`src/hdl/coeff_bank_defines.vh`:
```
// register offsets, field positions and reset values of the coefficient bank
`ifndef COEFF_BANK_DEFINES_VH
`define COEFF_BANK_DEFINES_VH

// ***********************************************************************
// register map (printed offsets, 8-bit register address space)
// ***********************************************************************
`define COEFF_ADDR_W       8
`define COEFF_DATA_W       24
`define COEFF_WORD_AC      8'hAC
`define COEFF_WORD_AD      8'hAD
`define COEFF_WORD_AE      8'hAE
`define COEFF_WORD_AF      8'hAF
`define COEFF_WORD_B0      8'hB0
`define COEFF_WORD_B1      8'hB1
`define COEFF_BASE         8'hAC
`define COEFF_NUM_WORDS    6
`define COEFF_IDX_W        3
`define COEFF_IDX_NONE     3'h7
`define COEFF_HALF_RESET   16'h0000

// ***********************************************************************
// field layout
// ***********************************************************************
`define COEFF_BYTE_HI      23
`define COEFF_BYTE_LO      16
`define COEFF_QUAD_HI      15
`define COEFF_QUAD_LO      0
`define COEFF_RESET_VAL    24'h000000

// ***********************************************************************
// correction selection: channel and current setting
// ***********************************************************************
`define COEFF_CH_W         2
`define COEFF_CH0          2'h0
`define COEFF_CH1          2'h1
`define COEFF_CH2          2'h2

`endif

```
`src/hdl/nonlinearity_coeff_regs.v`:
```
// nonlinearity correction coefficient register bank, words 0xAC..0xB1
`timescale 1ns/1ps
`default_nettype none
`include "coeff_bank_defines.vh"

module nonlinearity_coeff_regs (
	input  wire                       mclk_in,
	input  wire                       rst_n_in,
	// register port of the control interface, same clock domain
	input  wire                       reg_wr_in,
	input  wire [`COEFF_ADDR_W-1:0]   reg_addr_in,
	input  wire [`COEFF_DATA_W-1:0]   reg_wdata_in,
	output wire                       reg_hit_out,
	output wire [`COEFF_DATA_W-1:0]   reg_rdata_out,
	// measurement selection from the sequencer
	input  wire                       meas_start_in,
	input  wire [`COEFF_CH_W-1:0]     meas_ch_in,
	input  wire                       meas_high_in,
	// coefficient set for the correction datapath
	output reg  [15:0]                quadratic_out,
	output reg  [15:0]                quartic_out,
	output reg                        quartic_valid_out,
	// flat views of the stored coefficients
	output reg  [15:0]                quadratic_high_ch0_out,
	output reg  [15:0]                quadratic_low_ch1_out,
	output reg  [15:0]                quadratic_high_ch1_out,
	output reg  [15:0]                quadratic_low_ch2_out,
	output reg  [15:0]                quadratic_high_ch2_out,
	output reg  [15:0]                quartic_low_ch1_out,
	output reg  [15:0]                quartic_high_ch1_out,
	output reg  [15:0]                quartic_low_ch2_out
);

	// ***********************************************************************
	// address decode
	// ***********************************************************************
	wire [`COEFF_ADDR_W-1:0] offset;
	wire                     in_range;
	wire [`COEFF_IDX_W-1:0]  word_idx;
	wire [`COEFF_DATA_W*`COEFF_NUM_WORDS-1:0] words;
	wire                     store_wr;
	wire [`COEFF_IDX_W-1:0]  store_rd_idx;

	// six words from offset 0xAC upward; other addresses live elsewhere
	assign offset   = reg_addr_in - `COEFF_BASE;
	assign in_range = (reg_addr_in >= `COEFF_WORD_AC) &&
	                  (reg_addr_in <= `COEFF_WORD_B1);
	assign word_idx = offset[`COEFF_IDX_W-1:0];
	assign reg_hit_out = in_range;

	// offsets past the bank alias onto low indices through the cut, so
	// both strobe and read index are gated by the range check
	assign store_wr     = reg_wr_in & in_range;
	assign store_rd_idx = in_range ? word_idx : `COEFF_IDX_NONE;

	// ***********************************************************************
	// storage
	// ***********************************************************************
	// all fields read/write, zero on reset
	coeff_word_store i_coeff_word_store (
		.mclk_in       (mclk_in),
		.rst_n_in      (rst_n_in),
		.wr_en_in      (store_wr),
		.wr_idx_in     (word_idx),
		.wr_data_in    (reg_wdata_in),
		.rd_idx_in     (store_rd_idx),
		.rd_data_out   (reg_rdata_out),
		.all_words_out (words)
	);

	// ***********************************************************************
	// word views, one per register of the map
	// ***********************************************************************
	wire [`COEFF_DATA_W-1:0] coeff_word_ac;
	wire [`COEFF_DATA_W-1:0] coeff_word_ad;
	wire [`COEFF_DATA_W-1:0] coeff_word_ae;
	wire [`COEFF_DATA_W-1:0] coeff_word_af;
	wire [`COEFF_DATA_W-1:0] coeff_word_b0;
	wire [`COEFF_DATA_W-1:0] coeff_word_b1;

	// each word sits in its own slot of the flat store bus
	assign coeff_word_ac = words[0*`COEFF_DATA_W +: `COEFF_DATA_W];
	assign coeff_word_ad = words[1*`COEFF_DATA_W +: `COEFF_DATA_W];
	assign coeff_word_ae = words[2*`COEFF_DATA_W +: `COEFF_DATA_W];
	assign coeff_word_af = words[3*`COEFF_DATA_W +: `COEFF_DATA_W];
	assign coeff_word_b0 = words[4*`COEFF_DATA_W +: `COEFF_DATA_W];
	assign coeff_word_b1 = words[5*`COEFF_DATA_W +: `COEFF_DATA_W];

	// ***********************************************************************
	// field split: quartic bytes in 23:16, quadratic terms in 15:0
	// ***********************************************************************
	wire [7:0]  quartic_low_ch1_upper;
	wire [7:0]  quartic_low_ch1_lower;
	wire [7:0]  quartic_high_ch1_upper;
	wire [7:0]  quartic_high_ch1_lower;
	wire [7:0]  quartic_low_ch2_upper;
	wire [7:0]  quartic_low_ch2_lower;
	wire [15:0] quadratic_high_ch0;
	wire [15:0] quadratic_low_ch1;
	wire [15:0] quadratic_high_ch1;
	wire [15:0] quadratic_low_ch2;
	wire [15:0] quadratic_high_ch2;

	// coeff_word_ac: upper quartic byte of ch1 low, quadratic of ch0 high
	assign quartic_low_ch1_upper =
		coeff_word_ac[`COEFF_BYTE_HI:`COEFF_BYTE_LO];
	assign quadratic_high_ch0 =
		coeff_word_ac[`COEFF_QUAD_HI:`COEFF_QUAD_LO];

	// coeff_word_ad: lower quartic byte of ch1 low, quadratic of ch1 low
	assign quartic_low_ch1_lower =
		coeff_word_ad[`COEFF_BYTE_HI:`COEFF_BYTE_LO];
	assign quadratic_low_ch1 =
		coeff_word_ad[`COEFF_QUAD_HI:`COEFF_QUAD_LO];

	// coeff_word_ae: upper quartic byte of ch1 high, quadratic of ch1 high
	assign quartic_high_ch1_upper =
		coeff_word_ae[`COEFF_BYTE_HI:`COEFF_BYTE_LO];
	assign quadratic_high_ch1 =
		coeff_word_ae[`COEFF_QUAD_HI:`COEFF_QUAD_LO];

	// coeff_word_af: lower quartic byte of ch1 high, quadratic of ch2 low
	assign quartic_high_ch1_lower =
		coeff_word_af[`COEFF_BYTE_HI:`COEFF_BYTE_LO];
	assign quadratic_low_ch2 =
		coeff_word_af[`COEFF_QUAD_HI:`COEFF_QUAD_LO];

	// coeff_word_b0: upper quartic byte of ch2 low, quadratic of ch2 high
	assign quartic_low_ch2_upper =
		coeff_word_b0[`COEFF_BYTE_HI:`COEFF_BYTE_LO];
	assign quadratic_high_ch2 =
		coeff_word_b0[`COEFF_QUAD_HI:`COEFF_QUAD_LO];

	// word b1: lower quartic byte of ch2 low; its low half is only
	// stored and read back, nothing in this bank consumes it
	assign quartic_low_ch2_lower =
		coeff_word_b1[`COEFF_BYTE_HI:`COEFF_BYTE_LO];

	// ***********************************************************************
	// registered coefficient views
	// ***********************************************************************
	// quadratic views, one cycle behind the word store
	always @(posedge mclk_in or negedge rst_n_in) begin
		if (!rst_n_in) begin
			quadratic_high_ch0_out <= `COEFF_HALF_RESET;
			quadratic_low_ch1_out  <= `COEFF_HALF_RESET;
			quadratic_high_ch1_out <= `COEFF_HALF_RESET;
			quadratic_low_ch2_out  <= `COEFF_HALF_RESET;
			quadratic_high_ch2_out <= `COEFF_HALF_RESET;
		end else begin
			quadratic_high_ch0_out <= quadratic_high_ch0;
			quadratic_low_ch1_out  <= quadratic_low_ch1;
			quadratic_high_ch1_out <= quadratic_high_ch1;
			quadratic_low_ch2_out  <= quadratic_low_ch2;
			quadratic_high_ch2_out <= quadratic_high_ch2;
		end
	end

	// quartic views: upper byte from the lower address, lower byte from
	// the next; the halves are two host writes, so update both early
	always @(posedge mclk_in or negedge rst_n_in) begin
		if (!rst_n_in) begin
			quartic_low_ch1_out  <= `COEFF_HALF_RESET;
			quartic_high_ch1_out <= `COEFF_HALF_RESET;
			quartic_low_ch2_out  <= `COEFF_HALF_RESET;
		end else begin
			quartic_low_ch1_out  <= {quartic_low_ch1_upper,
			                         quartic_low_ch1_lower};
			quartic_high_ch1_out <= {quartic_high_ch1_upper,
			                         quartic_high_ch1_lower};
			quartic_low_ch2_out  <= {quartic_low_ch2_upper,
			                         quartic_low_ch2_lower};
		end
	end

	// ***********************************************************************
	// coefficient selection for the datapath
	// ***********************************************************************
	reg [15:0] quad_d;
	reg [15:0] quart_d;
	reg        quart_ok_d;

	// pick the set of the active channel and current; quartic terms of
	// this bank exist only for ch1 both settings and ch2 low
	always @* begin
		quad_d     = 16'h0000;
		quart_d    = 16'h0000;
		quart_ok_d = 1'b0;
		case ({meas_ch_in, meas_high_in})
			{`COEFF_CH0, 1'b1}: begin
				quad_d = quadratic_high_ch0_out;
			end
			{`COEFF_CH1, 1'b0}: begin
				quad_d     = quadratic_low_ch1_out;
				quart_d    = quartic_low_ch1_out;
				quart_ok_d = 1'b1;
			end
			{`COEFF_CH1, 1'b1}: begin
				quad_d     = quadratic_high_ch1_out;
				quart_d    = quartic_high_ch1_out;
				quart_ok_d = 1'b1;
			end
			{`COEFF_CH2, 1'b0}: begin
				quad_d     = quadratic_low_ch2_out;
				quart_d    = quartic_low_ch2_out;
				quart_ok_d = 1'b1;
			end
			{`COEFF_CH2, 1'b1}: begin
				quad_d = quadratic_high_ch2_out;
			end
			default: begin
				quad_d = 16'h0000;
			end
		endcase
	end

	// latched only at measurement start, so a host write mid-measurement
	// cannot tear the set in use
	always @(posedge mclk_in or negedge rst_n_in) begin
		if (!rst_n_in) begin
			quadratic_out     <= `COEFF_HALF_RESET;
			quartic_out       <= `COEFF_HALF_RESET;
			quartic_valid_out <= 1'b0;
		end else if (meas_start_in) begin
			quadratic_out     <= quad_d;
			quartic_out       <= quart_d;
			quartic_valid_out <= quart_ok_d;
		end
	end

endmodule // nonlinearity_coeff_regs

`default_nettype wire

```
`src/hdl/coeff_word_store.v`:
```
// six-entry register store with registered read data
`timescale 1ns/1ps
`default_nettype none
`include "coeff_bank_defines.vh"

module coeff_word_store (
	input  wire                       mclk_in,
	input  wire                       rst_n_in,
	input  wire                       wr_en_in,
	input  wire [`COEFF_IDX_W-1:0]    wr_idx_in,
	input  wire [`COEFF_DATA_W-1:0]   wr_data_in,
	input  wire [`COEFF_IDX_W-1:0]    rd_idx_in,
	output reg  [`COEFF_DATA_W-1:0]   rd_data_out,
	output wire [`COEFF_DATA_W*`COEFF_NUM_WORDS-1:0] all_words_out
);

	// ***********************************************************************
	// storage
	// ***********************************************************************
	genvar i;
	generate
		for (i = 0; i < `COEFF_NUM_WORDS; i = i + 1) begin : g_word
			reg [`COEFF_DATA_W-1:0] word_q;
			// every word clears to zero, host writes replace whole word
			always @(posedge mclk_in or negedge rst_n_in) begin
				if (!rst_n_in) begin
					word_q <= `COEFF_RESET_VAL;
				end else if (wr_en_in && wr_idx_in == i) begin
					word_q <= wr_data_in;
				end
			end
			assign all_words_out[i*`COEFF_DATA_W +: `COEFF_DATA_W] = word_q;
		end
	endgenerate

	// registered read; out-of-range index reads zero
	always @(posedge mclk_in or negedge rst_n_in) begin
		if (!rst_n_in) begin
			rd_data_out <= `COEFF_RESET_VAL;
		end else if (rd_idx_in < `COEFF_NUM_WORDS) begin
			rd_data_out <=
				all_words_out[rd_idx_in*`COEFF_DATA_W +: `COEFF_DATA_W];
		end else begin
			rd_data_out <= `COEFF_RESET_VAL;
		end
	end

endmodule // coeff_word_store

`default_nettype wire

```
`config.mk`:
```
export PLATFORM = sky130hd
export DESIGN_NAME = nonlinearity_coeff_regs
export DESIGN_NICKNAME = d
export VERILOG_FILES = /design/src/hdl/nonlinearity_coeff_regs.v /design/src/hdl/coeff_word_store.v
export VERILOG_INCLUDE_DIRS = /design/src /design/src/hdl
export SDC_FILE = /design/constraint.sdc
export NUM_CORES = 1
export LEC_CHECK = 0
export BUFFER_PORTS_ARGS = -buffer_cell sky130_fd_sc_hd__buf_2
export CAP_MARGIN = 40
export CORE_MARGIN = 5
export CORE_UTILIZATION = 35
export CTS_BUF_LIST = sky130_fd_sc_hd__clkbuf_8
export CTS_CLUSTER_DIAMETER = 30
export DETAILED_ROUTE_END_ITERATION = 8
export GPL_TIMING_DRIVEN = 0
export HOLD_SLACK_MARGIN = 0.12
export SYNTH_ARGS = -nofsm -noshare
export SYNTH_HDL_FRONTEND = slang
export SYNTH_SLANG_ARGS = --single-unit
```
`constraint.sdc`:
```
create_clock -name mclk_in -period 2.7 [get_ports mclk_in]
set_input_delay 0.27 -clock mclk_in [delete_from_list [all_inputs] [get_ports mclk_in]]
set_output_delay 0.27 -clock mclk_in [all_outputs]
set_load 0.01 [all_outputs]
```
Yosys cells after proc, flatten, opt, wreduce, memory -nomap -nowiden --
Cells that the tools add are included.
Storage, ports and cells: bits in registers 329, input bits 39, output and inout bits 186, logic and storage cells 49
Operators by class: $add $sub $neg 1, multiply operators 1, order comparisons 3, equal/unequal tests 10, shift operators 1, mux-type cells 5, bitwise logic cells 1, reduce and logical (&&, ||, !) cells 9
Operators by type and width (number):
- 144-bit by 9-bit variable part select with 24-bit output | 1
- 16-bit case mux with 5 select lines | 1
- 16-bit case mux with 3 select lines | 1
- 24-bit two-way mux | 1
- 3-bit by 2-bit equality test with 1-bit output, second input constant | 4
- 3-bit equality test, second input constant | 4
- 8-bit greater-or-equal comparator, second input constant | 1
- 8-bit less-or-equal comparator, second input constant | 1
- 1-bit logical AND | 7
- 3-bit by 1-bit equality test with 1-bit output, second input constant | 2
- 3-bit by 2-bit multiplier with 5-bit output, second input constant | 1
- 3-bit logical NOT | 1
- 3-bit less-than comparator, second input constant | 1
- 3-bit two-way mux | 1
- 3-bit OR reduction | 1
- 3-bit subtractor, second input constant | 1
- 1-bit bitwise AND | 1
- 1-bit two-way mux | 1

Logic depth before layout (Yosys ltp) --
Gate-level depths: netlist (run 1).
word-level depth 6, gate-level depth with buffers 7, gate-level depth less buffers 4

Hierarchy --
Synthesis (run 1) repeated with hierarchy kept, for this count alone.
Second synthesis, totals: cells, all modules 856, area, all modules 12976.2 µm²
By module, submodules not included:
- coeff_word_store | instances 1, cells each 474, area an instance 7444.6 µm², sequential area each 4204.0 µm²
- nonlinearity_coeff_regs | instances 1, cells each 382, area an instance 5531.6 µm², sequential area each 4028.9 µm²

Worst setup path before layout (run 1) --
Ideal clock, no wire load.
path type input-to-reg, from input port reg_addr_in[2], to register i_coeff_word_store.g_word[4].word_q[10], library setup time 0.125 ns, arrival 2.222 ns, data required time 2.575 ns, setup slack 0.353 ns, stages on the path 7, buffers on the path 3, cell sequence or4b_1 > or2_1 > buf_6 > or4b_4 > buf_6 > buf_12 > mux2_4
On the way: word-level cells in the longest chain between the ends 4, elaborated cells on any way between the ends 7, classes of those cells add/sub: 1; order compare: 2; eq/ne: 1; bitwise: 1; reduce/logical: 2
Ends and longest elaborated chain:
- from (decl) | RTL line nonlinearity_coeff_regs.v:11 | input wire [`COEFF_ADDR_W-1:0] reg_addr_in,
- 8-bit greater-or-equal comparator (no source line) / 8-bit less-or-equal comparator (equally long branches)
- 1-bit logical AND | RTL line nonlinearity_coeff_regs.v:46 | assign in_range = (reg_addr_in >= `COEFF_WORD_AC) &&
- 1-bit bitwise AND | RTL line nonlinearity_coeff_regs.v:53 | assign store_wr = reg_wr_in & in_range;
- 1-bit logical AND * | RTL line coeff_word_store.v:28 | end else if (wr_en_in && wr_idx_in == i) begin
- to (signal assigned) | RTL line coeff_word_store.v:27 | word_q <= `COEFF_RESET_VAL;
- to (signal assigned) | RTL line coeff_word_store.v:29 | word_q <= wr_data_in;
- to (decl) | RTL line coeff_word_store.v:23 | reg [`COEFF_DATA_W-1:0] word_q;
Mark *: on every way between the ends. The rest lies on a longest branch, timed or not. A chain may end at the register's enable or synchronous reset.

Final worst setup path (run 1) --
from input port meas_ch_in[0], to register quadratic_out[13]
On the way: word-level cells in the longest chain between the ends 2, elaborated cells on any way between the ends 6, classes of those cells eq/ne: 5; mux: 1
Ends and longest elaborated chain:
- from (decl) | RTL line nonlinearity_coeff_regs.v:17 | input wire [`COEFF_CH_W-1:0] meas_ch_in,
- 3-bit equality test, or another cell as far along | RTL line nonlinearity_coeff_regs.v:189 | case ({meas_ch_in, meas_high_in})
- 16-bit case mux with 5 select lines * | RTL line nonlinearity_coeff_regs.v:189
- to (signal assigned) | RTL line nonlinearity_coeff_regs.v:221 | quadratic_out <= `COEFF_HALF_RESET;
- to (signal assigned) | RTL line nonlinearity_coeff_regs.v:225 | quadratic_out <= quad_d;
- to (decl) | RTL line nonlinearity_coeff_regs.v:20 | output reg [15:0] quadratic_out,
Marks and branches as above.

==> flow_summary.json, run 1 <==
{
  "core_mm2": 0.0353,
  "drtAntennaViolNets": 0,
  "max_cap_violations": 0,
  "grt_pass1_wl_um": 55400,
  "fin_nets": 1187,
  "critPathKind": "in -> reg",
  "finalCritPeriodShare": 0.852,
  "initial_core_util": 0.351,
  "portBuffers": 222,
  "cts_tree": "built",
  "fillers": 3150,
  "post-synth-top-count-cell": "dfrtp_1",
  "yosysTopAreaCell": "dfrtp_1",
  "skew_ns": 0.0264,
  "regToRegSetupSlack_ns": 1.31,
  "slew_viol_final": 0,
  "syn2layout_area_growth_pct": 31.7,
  "ff_latch_area_mm2": 0.00823,
  "largest_reg_flops": 144,
  "io_pins": 225,
  "p_total_mw": 12.3,
  "place_area_mm2": 0.0144,
  "path_cells": "dlygate4sd3_1, buf_2, nand2b_1, clkbuf_1, nor2_1, clkbuf_1, buf_6, nand2_1, nand2_1",
  "cp.depth": 9,
  "h-tree-depth": 3,
  "critPathBufInv": 5,
  "grt_max_degree": 122,
  "ir_drop_v": 0.000529,
  "intPower_mw": 9.37,
  "synth-seq-cells": 329,
  "setup_viol": 0,
  "fin_area_mm2": 0.0163,
  "drive_gt1_frac": 0.466,
  "r2r_start": "quadratic_high_ch2_out[2]$_DFF_PN0_",
  "drt-initial-drc-count": 365,
  "slowest_stage": "nor2_1",
  "synth_edf_count": 0,
  "ys_async_sr_fraction": 1.00,
  "max_freq_mhz": 435,
  "largest_registers": "i_coeff_word_store.g_word.word_q (144), i_coeff_word_store.rd_data_out (24)",
  "fp-row-count": 69,
  "firstDrtPassIters": 7,
  "multi_input_area_mm2": 0.00384,
  "p_comb_frac": 0.062,
  "min_from": "meas_start_in",
  "num_vias": 8197,
  "fin_crit_ns": 2.30,
  "setup_tns_ns": 0,
  "rsz0062_at_grt": "false",
  "clkPwrFrac": 0.511,
  "grtUsageTotal": 0.190,
  "arrival_ns": 2.82,
  "finalHoldViolations": 0,
  "routabilityCongestion": 0.789,
  "cts_root_buf": "clkbuf_8",
  "antenna_found_initial": 2,
  "max_slew_margin": 0.377,
  "synth_top_area_frac": 0.663,
  "crit_fanout": 10,
  "crit_end": "quadratic_out[13]$_DFFE_PN0P_",
  "critPathMaxStageDelay_ns": 0.68,
  "yosysUniqueCellTypes": 34,
  "seq_power_share": 0.426,
  "r2r-end": "quadratic_out[2]$_DFFE_PN0P_",
  "synthTopCellsByCount": "dfrtp_1, mux2_2, mux2i_1",
  "die_x_um": 198,
  "worst_slew_pin_slew_ns": 0.935,
  "startpoint": "meas_ch_in[0]",
  "worstHoldPathType": "in -> reg",
  "syn_inst": 807,
  "top_register": "i_coeff_word_store.g_word.word_q",
  "crit_family": "buffers and inverters",
  "reg2reg_depth": 4,
  "numCtsBuffers": 71,
  "fp.dieH_um": 198,
  "synthFlopType": "dfrtp_1",
  "clockBufferDepth": 3,
  "yosysWarnings": 0,
  "power_switching_mw": 2.97,
  "drc_errors": 0,
  "cts_resized": 0,
  "antennaDiodeCount": 0,
  "viasPerCell": 4.92,
  "wl_um": 37200,
  "grt_overflow": 0,
  "clk_pin_slew_worst_paths_ns": 0.05,
  "cts.sinks": 329,
  "wl_per_cell_um": 22.4,
  "power_density_mw_per_mm2": 756,
  "cellLeakagePower_nw": 8.56,
  "synth_nets": 846,
  "avgSynthCellArea_um2": 15.4,
  "status": "finished clean",
  "netlist_area_mm2": 0.0124,
  "end_kind": "flop",
  "critPathRequiredTime_ns": 3.22,
  "grt_pass1_vias": 8851,
  "start_kind": "input pin",
  "p_sw_frac": 0.241,
  "insertion_delay_ns": 0.62,
  "synth-seq-area-share": 0.663,
  "synthTopCellsByArea": "dfrtp_1, mux2_2, mux4_2, mux2i_1, mux2_4",
  "dp_hpwl_um": 25600,
  "dieArea_mm2": 0.0393
}
[through the flow]
step / setup slack (ns) / util / cells / hold slack [ns]
after detailed placement: -0.566 / 0.408 / 1512 / 0.336
after global placement: -4.88 / 0.399 / 1490 / 0.376
final: 0.400 / 0.463 / 1665 / 0.204
after CTS: 0.0696 / 0.463 / 1667 / 0.152
after floorplan: 0.353 / - / 807 / -0.0256
after global routing: 0.340 / 0.463 / 1665 / 0.190
[layer usage]
layer / GRT usage / routed length (um) / vias to the layer above
li1: - / - / 3612
met1: 0.244 / 15500 / 4266
met2: 0.310 / 18200 / 255
met3: 0.0553 / 2620 / 60
met4: 0.0635 / 874 / 4
met5: 0 / 24 / -
[worst min path at each step]
| stage | endpoint | slack, ns | cells past startpoint |
|---|---|---|---|
| 2_1_floorplan | i_coeff_word_store.g_word[0].word_q[0]$_DFFE_PN0P_ | -0.03 | 0 |
| 3_3_place_gp | quartic_high_ch1_out[15]$_DFF_PN0_ | 0.38 | 0 |
| 3_5_place_dp | quartic_out[13]$_DFFE_PN0P_ | 0.34 | 1 |
| 4_1_cts | quadratic_out[8]$_DFFE_PN0P_ | 0.15 | 3 |
| 5_1_grt | i_coeff_word_store.g_word[4].word_q[23]$_DFFE_PN0P_ | 0.19 | 4 |
| 6_report | quadratic_out[8]$_DFFE_PN0P_ | 0.20 | 3 |
[logic make-up (layout without fill, tap and decap cells)]
group	after synthesis	count (layout)	share of synthesized area
AOI/OAI and AO/OA	92	92	0.0513
and+or+nand+nor	88	88	0.0315
DFF	329	329	0.663
muxes	224	224	0.227
buffers and inverters	74	471	0.0268
[power by group through the flow]
stage | combinational [mW] | clock [mW] | sequential [mW]
finish | 0.770 | 6.31 | 5.26
global route | 0.840 | 6.69 | 5.28
CTS | 0.786 | 6.45 | 5.26
detailed placement | 0.751 | 0 | 5.35
global placement | 0.710 | 0 | 5.34
floorplan | 0.284 | 0 | 5.36
[tightest hold or removal path, cell delays in order]
cell	delay [ns]
clkbuf_1	0.27
nand3_1	0.16
o2bb2ai_1	0.06
[cells in the final DEF, fill, tap and decap left out, types with 2 or more instances in the layout]
cell	netlist	routed
a21oi_1	33	33
bufinv_16	0	12
buf_12	2	2
nand2_1	33	33
buf_2	6	228
mux2_4	20	20
buf_16	0	2
buf_1	5	5
nor3_1	3	3
nor2_1	38	38
buf_4	0	3
inv_8	0	2
dfrtp_1	329	329
dlygate4sd3_1	0	26
clkbuf_8	0	79
a22o_1	15	15
clkinvlp_4	0	7
buf_8	0	9
nor2b_1	2	2
clkbuf_1	33	31
nand3_1	2	2
mux2i_1	41	41
mux4_2	24	24
o22ai_1	24	24
clkinv_4	0	4
inv_6	0	4
nand3b_1	3	3
clkinv_2	0	13
buf_6	2	10
inv_1	25	33
mux2_2	139	139
a222oi_1	15	15
[what timing repair did]
item,CTS,global route
hold endpoints to repair,233,0
hold buffers,26,0
endpoints found under the setup margin,0,10
setup buffers,0,0
[cell type report]
type                    instances  share of cell area
plain buffers                  46              0.0139
clock buffers                  79              0.0665
clock inverters                50              0.0368
inverters                      26             0.00597
multi-input cells             404               0.235
flip-flops and latches        329               0.504
well taps                     461              0.0353
repair buffers                270               0.102
(Power assumes the default switching activity.)
==> inputs of run 2 (changes only) <==
--- a/config.mk
+++ b/config.mk
@@ -9,12 +9,13 @@
 export BUFFER_PORTS_ARGS = -buffer_cell sky130_fd_sc_hd__buf_2
 export CAP_MARGIN = 40
 export CORE_MARGIN = 5
-export CORE_UTILIZATION = 35
+export CORE_UTILIZATION = 62
 export CTS_BUF_LIST = sky130_fd_sc_hd__clkbuf_8
 export CTS_CLUSTER_DIAMETER = 30
 export DETAILED_ROUTE_END_ITERATION = 8
 export GPL_TIMING_DRIVEN = 0
 export HOLD_SLACK_MARGIN = 0.12
+export PLACE_DENSITY = 0.87
 export SYNTH_ARGS = -nofsm -noshare
 export SYNTH_HDL_FRONTEND = slang
 export SYNTH_SLANG_ARGS = --single-unit
==> flow_summary.json, run 2 (synthesis results as in run 1) <==
{
  "critPathMaxStageDelay_ns": 0.84,
  "die_x_um": 151,
  "fp-row-count": 51,
  "fin_ws_ns": 0.0242,
  "r2r_start": "quadratic_high_ch2_out[0]$_DFF_PN0_",
  "antenna_found_initial": 2,
  "status": "finished clean",
  "insertion_delay_ns": 0.58,
  "finalHoldViolations": 0,
  "path_cells": "clkbuf_1, clkinv_1, nor3_1, clkbuf_1, a222oi_1, nand2_1",
  "setup_tns_ns": 0,
  "h-tree-depth": 2,
  "routabilityCongestion": 0.870,
  "crit_end": "quadratic_out[13]$_DFFE_PN0P_",
  "top_register": "i_coeff_word_store.g_word.word_q",
  "dieArea_mm2": 0.0229,
  "start_kind": "input pin",
  "max_cap_violations": 0,
  "slowest_stage": "nor3_1",
  "syn2layout_area_growth_pct": 24.8,
  "fin_nets": 1158,
  "core_mm2": 0.0196,
  "startpoint": "meas_start_in",
  "fillers": 1081,
  "end_kind": "flop",
  "cts.sinks": 329,
  "finalCritPeriodShare": 0.991,
  "critPathKind": "in -> reg",
  "setup_viol": 0,
  "viasPerCell": 5.94,
  "ir_drop_v": 0.000505,
  "cts_tree": "built",
  "ff_latch_area_mm2": 0.00823,
  "drive_gt1_frac": 0.440,
  "fp.dieH_um": 151,
  "r2r-end": "quadratic_out[0]$_DFFE_PN0P_",
  "wl_per_cell_um": 23.9,
  "arrival_ns": 3.17,
  "max_freq_mhz": 374,
  "drt-initial-drc-count": 667,
  "clockBufferDepth": 3,
  "fin_crit_ns": 2.68,
  "drc_errors": 0,
  "grt_pass1_wl_um": 52100,
  "path_common_cell": "clkbuf_1",
  "crit_fanout": 10,
  "final_cell_mix": "dfrtp_1, buf_2, mux2_2",
  "num_vias": 8504,
  "skew_ns": 0.0198,
  "worstHoldPathType": "in -> reg",
  "pre_cts_ws_ns": -0.367,
  "firstDrtPassIters": 5,
  "largest_reg_flops": 144,
  "multi_input_area_mm2": 0.00385,
  "critPathRequiredTime_ns": 3.19,
  "grt_max_degree": 119,
  "grtUsageTotal": 0.305,
  "drtAntennaViolNets": 0,
  "initial_core_util": 0.633,
  "grt_pass1_vias": 9089,
  "numCtsBuffers": 54,
  "regToRegSetupSlack_ns": 1.29,
  "cellLeakagePower_nw": 8.29,
  "grt_overflow": 0,
  "slew_viol_final": 0,
  "io_pins": 225,
  "final_core_util": 0.791,
  "clk_pin_slew_worst_paths_ns": 0.06,
  "layout_commonest_cell": "dfrtp_1",
  "rsz0062_at_grt": "false",
  "hold_path_depth": 3,
  "portBuffers": 222,
  "wl_um": 34300,
  "dp_hpwl_um": 22100,
  "max_slew_margin": 0.373,
  "largest_registers": "i_coeff_word_store.g_word.word_q (144), i_coeff_word_store.rd_data_out (24)",
  "power_density_mw_per_mm2": 698,
  "cts_root_buf": "clkbuf_8",
  "worst_slew_pin_slew_ns": 0.941,
  "reg2reg_depth": 4
}
==> run 2: changes by cell type in the layout (fill, tap and decap cells not counted), sizes merged, moves of 5 or more <==
cell      delta
buf         -14
bufinv       -7
clkbuf       -8
clkinv       -7
clkinvlp     -5
==> run 2: final cells by class <==
cell class | count | share of cell area
Multi-Input combinational cell | 404 | 0.248
Clock inverter | 33 | 0.0187
Tap cell | 265 | 0.0214
Timing Repair Buffer | 256 | 0.0969
Buffer | 48 | 0.0152
Clock buffer | 69 | 0.0613
Antenna cell | 2 | 0.000323
Sequential cell | 329 | 0.531
Inverter | 26 | 0.00630
==> run 2: through the flow <==
stage	power, mW	instance area [um^2]	instances	hold WS [ns]
floorplan	5.65	12400	807	-0.0256
global placement	6.01	13900	1294	0.376
detailed placement	6.06	14000	1302	0.379
CTS	10.9	15500	1430	0.221
global route	11.2	15500	1432	0.238
finish	10.8	15500	1432	0.250
==> run 2: worst min-delay path by stage <==
stage,end,startpoint
6_report,quadratic_out[8]$_DFFE_PN0P_,meas_start_in
5_1_grt,quadratic_out[8]$_DFFE_PN0P_,meas_start_in
4_1_cts,quadratic_out[8]$_DFFE_PN0P_,meas_start_in
3_5_place_dp,quadratic_high_ch0_out[2]$_DFF_PN0_,i_coeff_word_store.g_word[0].word_q[2]$_DFFE_PN0P_
3_3_place_gp,quadratic_high_ch0_out[10]$_DFF_PN0_,i_coeff_word_store.g_word[0].word_q[10]$_DFFE_PN0P_
2_1_floorplan,i_coeff_word_store.g_word[0].word_q[0]$_DFFE_PN0P_,rst_n_in
==> run 2: where the power goes <==
part | switching, mW | leakage (nW) | total (mW) | internal (mW)
Combinational | 0.439 | 3.07 | 0.756 | 0.317
Sequential | 0.137 | 4.53 | 5.26 | 5.13
Clock | 2.00 | 0.692 | 4.80 | 2.80
==> run 2: what timing repair did <==
action / 4_1_cts / 5_1_grt
buffers inserted: 0 / 0
gates resized for setup: 0 / 1
endpoints found under the setup margin: 0 / 9
hold buffers: 26 / 0
hold endpoints to repair: 254 / 0
==> run 2: critical path: cells and delay by family <==
kind	cells	cell delay (ns)
compound gates	1	0.21
buf+inv	3	1.73
simple gates	2	0.96
==> run 2: metal layers <==
metal	wire length, um	global-route usage	vias to the layer above
li1	-	-	3559
met1	13300	0.416	4429
met2	16900	0.486	420
met3	2700	0.0684	96
met4	1350	0.124	0
met5	0	0	-
